## src/rtl/bds_defs.vh

```
// Constants for the battery detect sampling controller.
`ifndef BDS_DEFS_VH
`define BDS_DEFS_VH

// Register word indices on the 10-bit register port.
`define BDS_ADDR_HEAVY        10'h2E6
`define BDS_ADDR_DETECT       10'h2FF
`define BDS_ADDR_IRQ_STATUS   10'h300
`define BDS_ADDR_IRQ_CLEAR    10'h301
`define BDS_ADDR_IRQ_ENABLE   10'h302

// Field positions in the heavy-load register.
`define BDS_HEAVY_MODE_BIT    3
`define BDS_SUB_RESULT_BIT    2

// Field positions in the detect control and result register.
`define BDS_DETECT_BIT        3
`define BDS_THRESH_MSB        2
`define BDS_THRESH_LSB        0

// Interrupt status bit positions.
`define BDS_EV_CAPTURE        0
`define BDS_EV_SUB_LOW        1
`define BDS_EV_MAIN_LOW       2

// Reset values.
`define BDS_HEAVY_RESET       1'b0
`define BDS_DETECT_RESET      1'b0
`define BDS_THRESH_RESET      3'h0
`define BDS_LATCH_RESET       1'b0
`define BDS_IRQ_RESET         3'h0

// Timing: clock period and detector on-time of a periodic sample.
`define BDS_CLK_PERIOD_NS     4
`define BDS_SAMPLE_TIME_NS    100000
// Sys clock cycles of one periodic sample: 100 us in 4 ns steps.
`define BDS_SAMPLE_CYCLES     16'h61A8
// Sys clock cycles in one CPU instruction cycle; a plain default.
`define BDS_INSTR_CYCLES      16'h0004

`endif

```

## src/rtl/bds_ctrl.v

```verilog
// Battery detect sampling controller with heavy-load mode and interrupts.
//
// Added by the designer: the plain strobed port.
`timescale 1ns/1ns
`include "bds_defs.vh"

module bds_ctrl #(
    parameter [15:0] SAMPLE_CYCLES = `BDS_SAMPLE_CYCLES,
    parameter [15:0] INSTR_CYCLES  = `BDS_INSTR_CYCLES
) (
    input  wire       sys_clk,
    input  wire       nrst,
    input  wire [9:0] reg_addr,
    input  wire [3:0] reg_wdata,
    input  wire       reg_wr,
    input  wire       reg_rd,
    output reg  [3:0] reg_rdata,
    input  wire       tick_2hz,
    input  wire       main_cmp_low,
    input  wire       sub_cmp_low,
    output reg        detector_enable,
    output wire       heavy_load_active,
    output reg  [2:0] detect_threshold,
    output wire       irq
);

    // Sequencer states, one-hot.
    localparam [2:0] ST_IDLE     = 3'b001;
    localparam [2:0] ST_INITIAL  = 3'b010;
    localparam [2:0] ST_PERIODIC = 3'b100;

    // Address match, used by every register decode below.
    function hit;
        input [9:0] addr;
        input [9:0] target;
        begin
            hit = (addr == target);
        end
    endfunction

    // The sample counter is loaded and tested from two states; keeping
    // the arithmetic in one place stops the two sample kinds drifting
    // apart by a cycle.
    // A length of zero wraps to the largest count, so lengths start at one.
    // Reload value for a sample that keeps the detector on len cycles.
    function [15:0] cnt_load;
        input [15:0] len;
        begin
            cnt_load = len - 16'h0001;
        end
    endfunction

    // True in the last cycle of a running sample.
    function cnt_last;
        input [15:0] value;
        begin
            cnt_last = (value == 16'h0000);
        end
    endfunction

    // One step down of the running sample counter.
    function [15:0] cnt_step;
        input [15:0] value;
        begin
            cnt_step = value - 16'h0001;
        end
    endfunction

    reg        heavy_load_mode;
    reg        detect_on;
    reg        detect_result;
    reg        sub_detect_result;
    reg [2:0]  state;
    reg [15:0] cnt;
    reg [2:0]  irq_status;
    reg [2:0]  irq_enable;

    reg [2:0]  next_state;
    reg [15:0] next_cnt;
    reg        sample_done;
    reg        next_detector_enable;

    wire [1:0] cmp_sync;
    wire       main_low;
    wire       sub_low;

    // The comparators sit in the analog domain and are sampled twice first.
    // A capture therefore sees the comparator as it stood two cycles
    // earlier; the sample lengths already cover that delay.
    bds_sync #(
        .WIDTH   (2)
    ) u_sync (
        .sys_clk (sys_clk),
        .nrst    (nrst),
        .async_in({sub_cmp_low, main_cmp_low}),
        .sync_out(cmp_sync)
    );

    assign main_low = cmp_sync[0];
    assign sub_low  = cmp_sync[1];

    // Write strobes decoded per register.
    wire wr_heavy  = reg_wr & hit(reg_addr, `BDS_ADDR_HEAVY);
    wire wr_detect = reg_wr & hit(reg_addr, `BDS_ADDR_DETECT);
    wire wr_clear  = reg_wr & hit(reg_addr, `BDS_ADDR_IRQ_CLEAR);
    wire wr_enable = reg_wr & hit(reg_addr, `BDS_ADDR_IRQ_ENABLE);

    // rising edge
    // Only a zero-to-one change of the mode bit starts an initial sample.
    wire heavy_rise = wr_heavy & reg_wdata[`BDS_HEAVY_MODE_BIT]
                    & ~heavy_load_mode;

    // A write of zero to the mode bit ends an initial sample at once.
    wire heavy_clear = wr_heavy & ~reg_wdata[`BDS_HEAVY_MODE_BIT];

    // forced heavy mode
    // A low sub result keeps the device in heavy-load mode on its own.
    // The forced mode starts no initial sample; the next 2 Hz tick takes
    // the first periodic one.
    assign heavy_load_active = heavy_load_mode | sub_detect_result;

    // load on clear
    // Turning continuous detection off captures the comparators right then.
    wire detect_off = wr_detect & ~reg_wdata[`BDS_DETECT_BIT] & detect_on;

    // Any event that writes the detector latches.
    wire capture = sample_done | detect_off;

    // A write of one while the bit is already one changes nothing here
    // and, by the edge detect above, starts no new sample either.
    // mode bit
    // Heavy-load mode follows the last write; it is a plain stored bit.
    always @(posedge sys_clk or negedge nrst) begin
        if (!nrst) begin
            heavy_load_mode <= `BDS_HEAVY_RESET;
        end else if (wr_heavy) begin
            heavy_load_mode <= reg_wdata[`BDS_HEAVY_MODE_BIT];
        end
    end

    // detect control
    // The written detect bit and the threshold are stored apart from the
    // result, so software can never read back what it wrote to that bit.
    always @(posedge sys_clk or negedge nrst) begin
        if (!nrst) begin
            detect_on        <= `BDS_DETECT_RESET;
            detect_threshold <= `BDS_THRESH_RESET;
        end else if (wr_detect) begin
            detect_on        <= reg_wdata[`BDS_DETECT_BIT];
            detect_threshold <=
                reg_wdata[`BDS_THRESH_MSB:`BDS_THRESH_LSB];
        end
    end

    // Sampling sequencer: an initial sample when software sets the mode bit, then one per tick.
    always @* begin
        next_state  = state;
        next_cnt    = cnt;
        sample_done = 1'b0;
        case (state)
            ST_IDLE: begin
                // An initial sample wins over a tick in the same cycle;
                // the tick is not kept, the next period samples again.
                if (heavy_rise) begin
                    next_state = ST_INITIAL;
                    next_cnt   = cnt_load(INSTR_CYCLES);
                end else if (heavy_load_active & tick_2hz) begin
                    next_state = ST_PERIODIC;
                    next_cnt   = cnt_load(SAMPLE_CYCLES);
                end
            end
            ST_INITIAL: begin
                // A write of zero ends the sample with no capture, so the
                // latch keeps the last result that was taken in full.
                if (heavy_clear) begin
                    next_state = ST_IDLE;
                    next_cnt   = 16'h0000;
                end else if (cnt_last(cnt)) begin
                    sample_done = 1'b1;
                    next_state  = ST_IDLE;
                end else begin
                    next_cnt = cnt_step(cnt);
                end
            end
            ST_PERIODIC: begin
                if (!heavy_load_active) begin
                    // plain release
                    // Leaving heavy-load mode drops the sample without a
                    // capture; no extra software step is needed.
                    next_state = ST_IDLE;
                    next_cnt   = 16'h0000;
                end else if (cnt_last(cnt)) begin
                    sample_done = 1'b1;
                    next_state  = ST_IDLE;
                end else begin
                    next_cnt = cnt_step(cnt);
                end
            end
            default: begin
                next_state = ST_IDLE;
                next_cnt   = 16'h0000;
            end
        endcase
    end

    // Sequencer registers.
    // State and counter share one process so they never disagree.
    always @(posedge sys_clk or negedge nrst) begin
        if (!nrst) begin
            state <= ST_IDLE;
            cnt   <= 16'h0000;
        end else begin
            state <= next_state;
            cnt   <= next_cnt;
        end
    end

    // The analog detectors are powered while a sample runs or while
    // software holds detection on; they draw current, so this is never
    // left high by the sequencer itself.
    // A write in this cycle already counts, so the detector powers up one
    // cycle after the write edge, the same delay as a sequencer sample.
    // continuous run
    always @* begin
        next_detector_enable = (next_state != ST_IDLE) | detect_on;
        if (wr_detect) begin
            next_detector_enable = (next_state != ST_IDLE)
                                 | reg_wdata[`BDS_DETECT_BIT];
        end
    end

    // Enable register; the flop keeps decode glitches off the power switch.
    always @(posedge sys_clk or negedge nrst) begin
        if (!nrst) begin
            detector_enable <= 1'b0;
        end else begin
            detector_enable <= next_detector_enable;
        end
    end

    // latch hold
    // Both latches move only on a capture and hold their value otherwise.
    // The sub latch is taken at every capture as well, so both results
    // always come from one and the same instant.
    always @(posedge sys_clk or negedge nrst) begin
        if (!nrst) begin
            detect_result     <= `BDS_LATCH_RESET;
            sub_detect_result <= `BDS_LATCH_RESET;
        end else if (capture) begin
            detect_result     <= main_low;
            sub_detect_result <= sub_low;
        end
    end

    // Interrupt events derived from each capture.
    // Only a change into the low state raises a supply event, so a supply
    // that stays low asks for service once, not on every sample.
    wire [2:0] events;
    assign events[`BDS_EV_CAPTURE]  = capture;
    assign events[`BDS_EV_SUB_LOW]  = capture & sub_low & ~sub_detect_result;
    assign events[`BDS_EV_MAIN_LOW] = capture & main_low & ~detect_result;

    // Sticky status: a new event in the cycle of its clear stays set.
    // A bit that software never clears stays set, and the line stays high
    // for as long as that bit is enabled.
    always @(posedge sys_clk or negedge nrst) begin
        if (!nrst) begin
            irq_status <= `BDS_IRQ_RESET;
        end else if (wr_clear) begin
            irq_status <= (irq_status & ~reg_wdata[2:0]) | events;
        end else begin
            irq_status <= irq_status | events;
        end
    end

    // Interrupt enable register.
    // Enables gate only the line; status bits set regardless, so software
    // may also poll the status word with every enable cleared.
    always @(posedge sys_clk or negedge nrst) begin
        if (!nrst) begin
            irq_enable <= `BDS_IRQ_RESET;
        end else if (wr_enable) begin
            irq_enable <= reg_wdata[2:0];
        end
    end

    // Level interrupt, high while any enabled status bit is set.
    assign irq = |(irq_status & irq_enable);

    // Read data appear only in the cycle after the read strobe; other
    // cycles and unmapped addresses return zero.
    // The clear register is write-only and reads as zero, so software
    // cannot tell a pending clear from a finished one.
    // The detect word never shows the written on/off bit: it shares one
    // position with the latched result, so a read-modify-write of this
    // word would switch detection off whenever the last result was a
    // normal supply.
    always @(posedge sys_clk or negedge nrst) begin
        if (!nrst) begin
            reg_rdata <= 4'h0;
        end else if (reg_rd) begin
            if (hit(reg_addr, `BDS_ADDR_HEAVY)) begin
                reg_rdata <= {heavy_load_mode, sub_detect_result, 2'b00};
            end else if (hit(reg_addr, `BDS_ADDR_DETECT)) begin
                reg_rdata <= {detect_result, detect_threshold};
            end else if (hit(reg_addr, `BDS_ADDR_IRQ_STATUS)) begin
                reg_rdata <= {1'b0, irq_status};
            end else if (hit(reg_addr, `BDS_ADDR_IRQ_ENABLE)) begin
                reg_rdata <= {1'b0, irq_enable};
            end else begin
                reg_rdata <= 4'h0;
            end
        end else begin
            reg_rdata <= 4'h0;
        end
    end

endmodule // bds_ctrl

```

## src/rtl/bds_sync.v

```verilog
// Two-stage synchroniser for the asynchronous comparator levels.
`timescale 1ns/1ns

module bds_sync #(
    parameter WIDTH = 2
) (
    input  wire             sys_clk,
    input  wire             nrst,
    input  wire [WIDTH-1:0] async_in,
    output wire [WIDTH-1:0] sync_out
);

    reg [WIDTH-1:0] meta;
    reg [WIDTH-1:0] stable;

    // Only the second stage is visible outside; the first may be metastable.
    always @(posedge sys_clk or negedge nrst) begin
        if (!nrst) begin
            meta   <= {WIDTH{1'b0}};
            stable <= {WIDTH{1'b0}};
        end else begin
            meta   <= async_in;
            stable <= meta;
        end
    end

    assign sync_out = stable;

endmodule // bds_sync

```

## config.mk

```make
export PLATFORM = sky130hd
export DESIGN_NAME = bds_ctrl
export DESIGN_NICKNAME = d
export VERILOG_FILES = /design/src/rtl/bds_ctrl.v /design/src/rtl/bds_sync.v
export VERILOG_INCLUDE_DIRS = /design/src /design/src/rtl
export SDC_FILE = /design/constraint.sdc
export NUM_CORES = 1
export LEC_CHECK = 0
export BUFFER_PORTS_ARGS = -buffer_cell sky130_fd_sc_hd__buf_2
export CORE_MARGIN = 1.5
export CORE_UTILIZATION = 35
export DETAILED_ROUTE_END_ITERATION = 12
export GPL_TIMING_DRIVEN = 0
export PLACE_DENSITY = 0.56
export SYNTH_ARGS = -nofsm -noshare
export SYNTH_HDL_FRONTEND = slang
export SYNTH_SLANG_ARGS = --single-unit
```

## constraint.sdc

```tcl
create_clock -name sys_clk -period 7 [get_ports sys_clk]
set_clock_uncertainty 0.1 [all_clocks]
set_input_delay 0 -clock sys_clk [delete_from_list [all_inputs] [get_ports sys_clk]]
set_output_delay 0 -clock sys_clk [all_outputs]
set_load 0.02 [all_outputs]
```

=== Yosys cells after proc, flatten, opt, wreduce, memory -nomap -nowiden ===
Index checks and enable logic that the tools add are counted.

* Add/subtract/negate cells: 1
* Eq/ne operators: 10
* Multiplexer cells: 23
* Bitwise logic cells: 27
* Reductions and logical operators: 2

{| class="wikitable"
|+ Operators with widths
! kind !! number
|-
| $mux 16 || 5
|-
| $eq 10x10->1 const B || 5
|-
| $pmux 16 s3 || 1
|-
| $mux 3 || 8
|-
| $logic_not 16->1 || 1
|-
| $sub 16x1->16 const B || 1
|-
| $and 1x1->1 || 14
|-
| $mux 4 || 3
|-
| $pmux 3 s3 || 1
|-
| $and 3x3->3 || 2
|-
| $or 3x3->3 || 2
|-
| $mux 1 || 4
|-
| $not 1->1 || 4
|-
| $or 1x1->1 || 4
|-
| $eq 3x1->1 const B || 1
|-
| $eq 3x2->1 const B || 1
|-
| $eq 3x3->1 const B || 1
|-
| $ne 3x1->1 const B || 1
|-
| $ne 3x3->1 const B || 1
|-
| $not 3->3 || 1
|-
| $reduce_or 3->1 || 1
|-
| $pmux 1 s2 || 1
|}

* Register bits after elaboration: 41
* Logic and storage cells: 76

=== Longest topological paths before layout ===
* Word-level depth: 10
* Mapped depth: 8

=== By module ===
Synthesis repeated with hierarchy kept, for this count alone.

* Cells, all modules: 215
* Area total of the unflattened synthesis: 2178.3 um^2

{| class="wikitable"
|+ By module, submodules not included
! module !! instances !! cells an instance !! area an instance (um^2)
|-
| bds_ctrl || 1 || 211 || 2078.2
|-
| bds_sync || 1 || 4 || 100.1
|}

=== Worst setup path before layout ===
Ideal clock, no wire load.

* Kind: register to register
* From: register cnt[0]
* To: register cnt[2]
* Arrival: 2.075 ns
* Required time: 6.776 ns
* Setup slack: 4.701 ns
* Cell stages (with the launch flop): 9
* Buffers on the path: 1
* Path through: dfrtp_1 > inv_1 > ha_1 > or4b_1 > buf_6 > or4_4 > nand2_2 > nor3_1 > a211o_1

* Word-level cells in the longest chain between the ends: 4
* Elaborated cells between the ends (all ways): 6
* Classes of those cells: add/sub: 1; mux: 4; reduce/logical: 1

{| class="wikitable"
|+ Ends and longest elaborated chain
! element !! RTL line !! source
|-
| start: declaration || bds_ctrl.v:74 || <nowiki>reg [15:0] cnt;</nowiki>
|-
| start signal: assignment || bds_ctrl.v:214 || <nowiki>cnt <= next_cnt;</nowiki>
|-
| $sub 16x1->16 / $logic_not 16->1 (equally long branches) || bds_ctrl.v:65, bds_ctrl.v:57 ||
|-
| $mux 16 * || bds_ctrl.v:178, bds_ctrl.v:192 ||
|-
| $mux 16 (on tied branches) || bds_ctrl.v:186, bds_ctrl.v:175 ||
|-
| $pmux 16 s3 * || bds_ctrl.v:160 || <nowiki>case (state)</nowiki>
|}

Every way passes the cells marked *; elsewhere a longest branch is shown, timed or not.
A chain may end at the register's enable or synchronous reset.

=== Final worst setup path ===
Same ends and word-level chain as after synthesis.

==> flow_summary.ini <==
[outcome]
status = complete, no violations

[floorplanning]
die_h_um = 82.9
initial_core_util = 0.371
dieWidth_um = 82.9
core_area_sq_mm = 0.00603
floorplan.die_area_sq_mm = 0.00687
core.rowCount = 28
design.portCount = 31

[setup_path]
crit_family = simple AND/OR/NAND/NOR gates
critPathMaxStageDelay_ps = 510
reg2reg_depth = 8
crit_path_max_fanout = 8
critical_path.endpoint_type = flop
rrSetupSlack_ps = 4560
reg2reg_from = cnt[0]
critPathKind = flop to flop
crit_buf_inv = 2
r2r-end = cnt[2]
cp_cell_sequence = inv_1 -> ha_1 -> or4b_1 -> buf_6 -> or4_4 -> nand2_2 -> nor3_1 -> a211o_1
cp.arrival_ps = 2520
critPathLaunchType = flop
critical-path-slowest-cell = or4_4
timing.critical_path.depth = 8
worst_ep_required_ps = 7080

[synthesis]
synth.largest_area_cell = dfrtp_1
prevailing_post_synth_register_cell = dfrtp_1
post_synth_most_frequent_cells = dfrtp_1, nand2_1, nor3_1, o21ai_0, nor2_1
synth.yosys.seq_area_share = 0.460
register_bit_total_from_synthesis = 41
synth-async-reset-ratio = 1.00
synthCells = 217
synth.lib_cells_used.distinct = 57
synth_area_leaders = dfrtp_1, mux2_2, nor3_1, o21ai_0, nand2_1
summed_instance_area_of_the_synthesized_netlist_sq_mm = 0.00223
yosysTopAreaCellShare = 0.448
yosysMostFrequentCell = dfrtp_1
synth_area_per_cell_sq_um = 10.3
syn_nets = 240
synth_enable_flop_cells = 0
yosysWarnings = 0

[placed_design]
place_ws_ps = 4580
portBuffers = 30
post-dp-hpwl_um = 3660
place_area_sq_mm = 0.00248
routabilityCongestion = 0.808

[grt]
global_route.usage.met3 = 0.0278
initial_antenna_violation_count = 0
use_met1 = 0.236
globalRouteOverflowTotal = 0
grtUsageMet2 = 0.244
global_route.usage.total = 0.161
grt_pass1_vias = 1888
grt_pass1_wl_um = 9090
largest_net_degree_at_the_start_of_global_routing = 42
top_usage_layer = met2

[clock_tree]
cts.sinks = 41
cts_max_path_buffers = 2
cts.clk_slew.worst_paths_ps = 80
cts_hold_buf = 9
cts_inserted_buffers = 5
cts_root_buf = clkbuf_8
cts.repair.resized = 0
clock_tree.htree_level_count = 2
cts_tree = yes
insertion_delay_ps = 290
cts_setup_buffers = 0

[timing]
worst_slack_ps = 4560
maxSlewHeadroom = 0.379
final_min_period_over_clock_period = 0.349
final.setup.tns_ps = 0
fmax_mhz = 410
hold_violations = 0
tightestPinTransition_ps = 931
holdWs_ps = 89.2
finalCriticalPeriod_ps = 2440
final-setup-viol-count = 0
grt_setup_unrepaired = no
slew_viol_final = 0

[min_path]
min-delay-path-class = input port to flop
hold_path.startpoint = tick_2hz
hold_path_end = cnt[2]
whs_path_depth = 3

[routing]
drt_iter0_markers = 172
routedWlPerCell_um = 14.9
post_detailed_route_via_to_cell_ratio = 5.55
final_antenna_net_count = 0
routed_wl_um = 5070
remaining_drc_errors = 0
drt_pass1_iterations = 5
detailroute.via_count = 1880

[layout]
num_antenna_cells = 0
fin_area_sq_mm = 0.00268
n_fill_cell = 594
layout-area-overhead-vs-synth_pct = 20.1
drive_gt1_frac = 0.258
nNetsFinal = 286

[power_and_ir_drop]
p_comb_frac = 0.367
p_leak_nw = 1.21
power-per-cell-area_mw_per_mm2 = 283
max-vdd-ir-drop_v = 0.000159
power_frac_clock = 0.254
internal_power_mw = 0.482
netSwitchingFraction = 0.365
seqPwrFrac = 0.380
power_switching_mw = 0.277

[flow_run]
drv_cap = 0
-- sequential cells by signal, summed over array words and instances (netlist names), 2 cells and up --
signal and flops:
cnt 16, u_sync.sync_out 2, state 3, irq_enable 3
reg_rdata 4, irq_status 3, detect_threshold 3, u_sync.meta 2
-- metrics by stage --
stage,std cells,power (mW),utilization
after detailed placement,322,0.564,0.411
final,339,0.759,0.445
after CTS,339,0.763,0.445
after global routing,339,0.814,0.445
after global placement,322,0.566,0.411
after floorplan,217,0.497,-
-- power by group through the flow --
stage,registers [mW],clock network [mW],logic [mW]
after floorplan,0.290,0,0.207
after global placement,0.292,0,0.274
after detailed placement,0.293,0,0.272
after CTS,0.288,0.199,0.277
after global routing,0.292,0.210,0.313
final,0.288,0.193,0.278
-- metal layers --
layer	vias to the layer above	wire length, um	share of wire
met3	5	192	0.038
met1	908	2600	0.51
met5	-	0	0
met2	43	2220	0.44
li1	924	-	-
met4	0	55	0.011
-- cells by family after synthesis --
group / share of synthesized area
simple gates: 0.244
fa+ha+maj: 0.0112
compound gates: 0.199
flops: 0.460
buf+inv: 0.0308
mux: 0.0555
-- cell usage in the layout (no fill, tap or decap), drive strengths merged, types with 2 or more instances in the layout --
cell and instances:
o211ai 3, a211o 2, and2 2, or3 5, a22o 2, ha 2, nor4b 5, nor2 13
o2bb2ai 4, a31oi 5, nor3 17, dfrtp 40, nand2 18, buf 36, nand3 2, a21oi 6
nand3b 2, a222oi 4, nand2b 6, or4 3, inv 3, o311ai 2, nor2b 3, a21o 3
o21ai 17, clkbuf 8, nor4 8, mux2 11, o22ai 2, nor3b 2, dlygate4sd3 9
-- worst reg2reg max path, cell delays in order (launching register included) --
cell and delay, ps:
dfrtp_1 420, inv_1 140, ha_1 160, or4b_1 440, buf_6 160, or4_4 510
nand2_2 90, nor3_1 40, a211o_1 270
-- final cells by class --
class / count / area [sq um] / area share
multi-input cells: 164 / 1140 / 0.424
flip-flops and latches: 41 / 1030 / 0.383
repair buffers: 39 / 240 / 0.0896
well taps: 75 / 93.8 / 0.0350
clock buffers: 5 / 68.8 / 0.0257
plain buffers: 9 / 57.6 / 0.0215
clock inverters: 3 / 46.3 / 0.0173
inverters: 3 / 11.3 / 0.00420
-- worst max-delay path by stage --
stage	startpoint	endpoint	slack [ps]
2_1_floorplan	cnt[0]	cnt[2]	4700
3_3_place_gp	cnt[0]	cnt[2]	4580
3_5_place_dp	cnt[0]	cnt[2]	4580
4_1_cts	cnt[0]	cnt[2]	4570
5_1_grt	cnt[0]	cnt[8]	4460
6_report	cnt[0]	cnt[2]	4560
No activity file was read; power rests on OpenSTA's default activity.
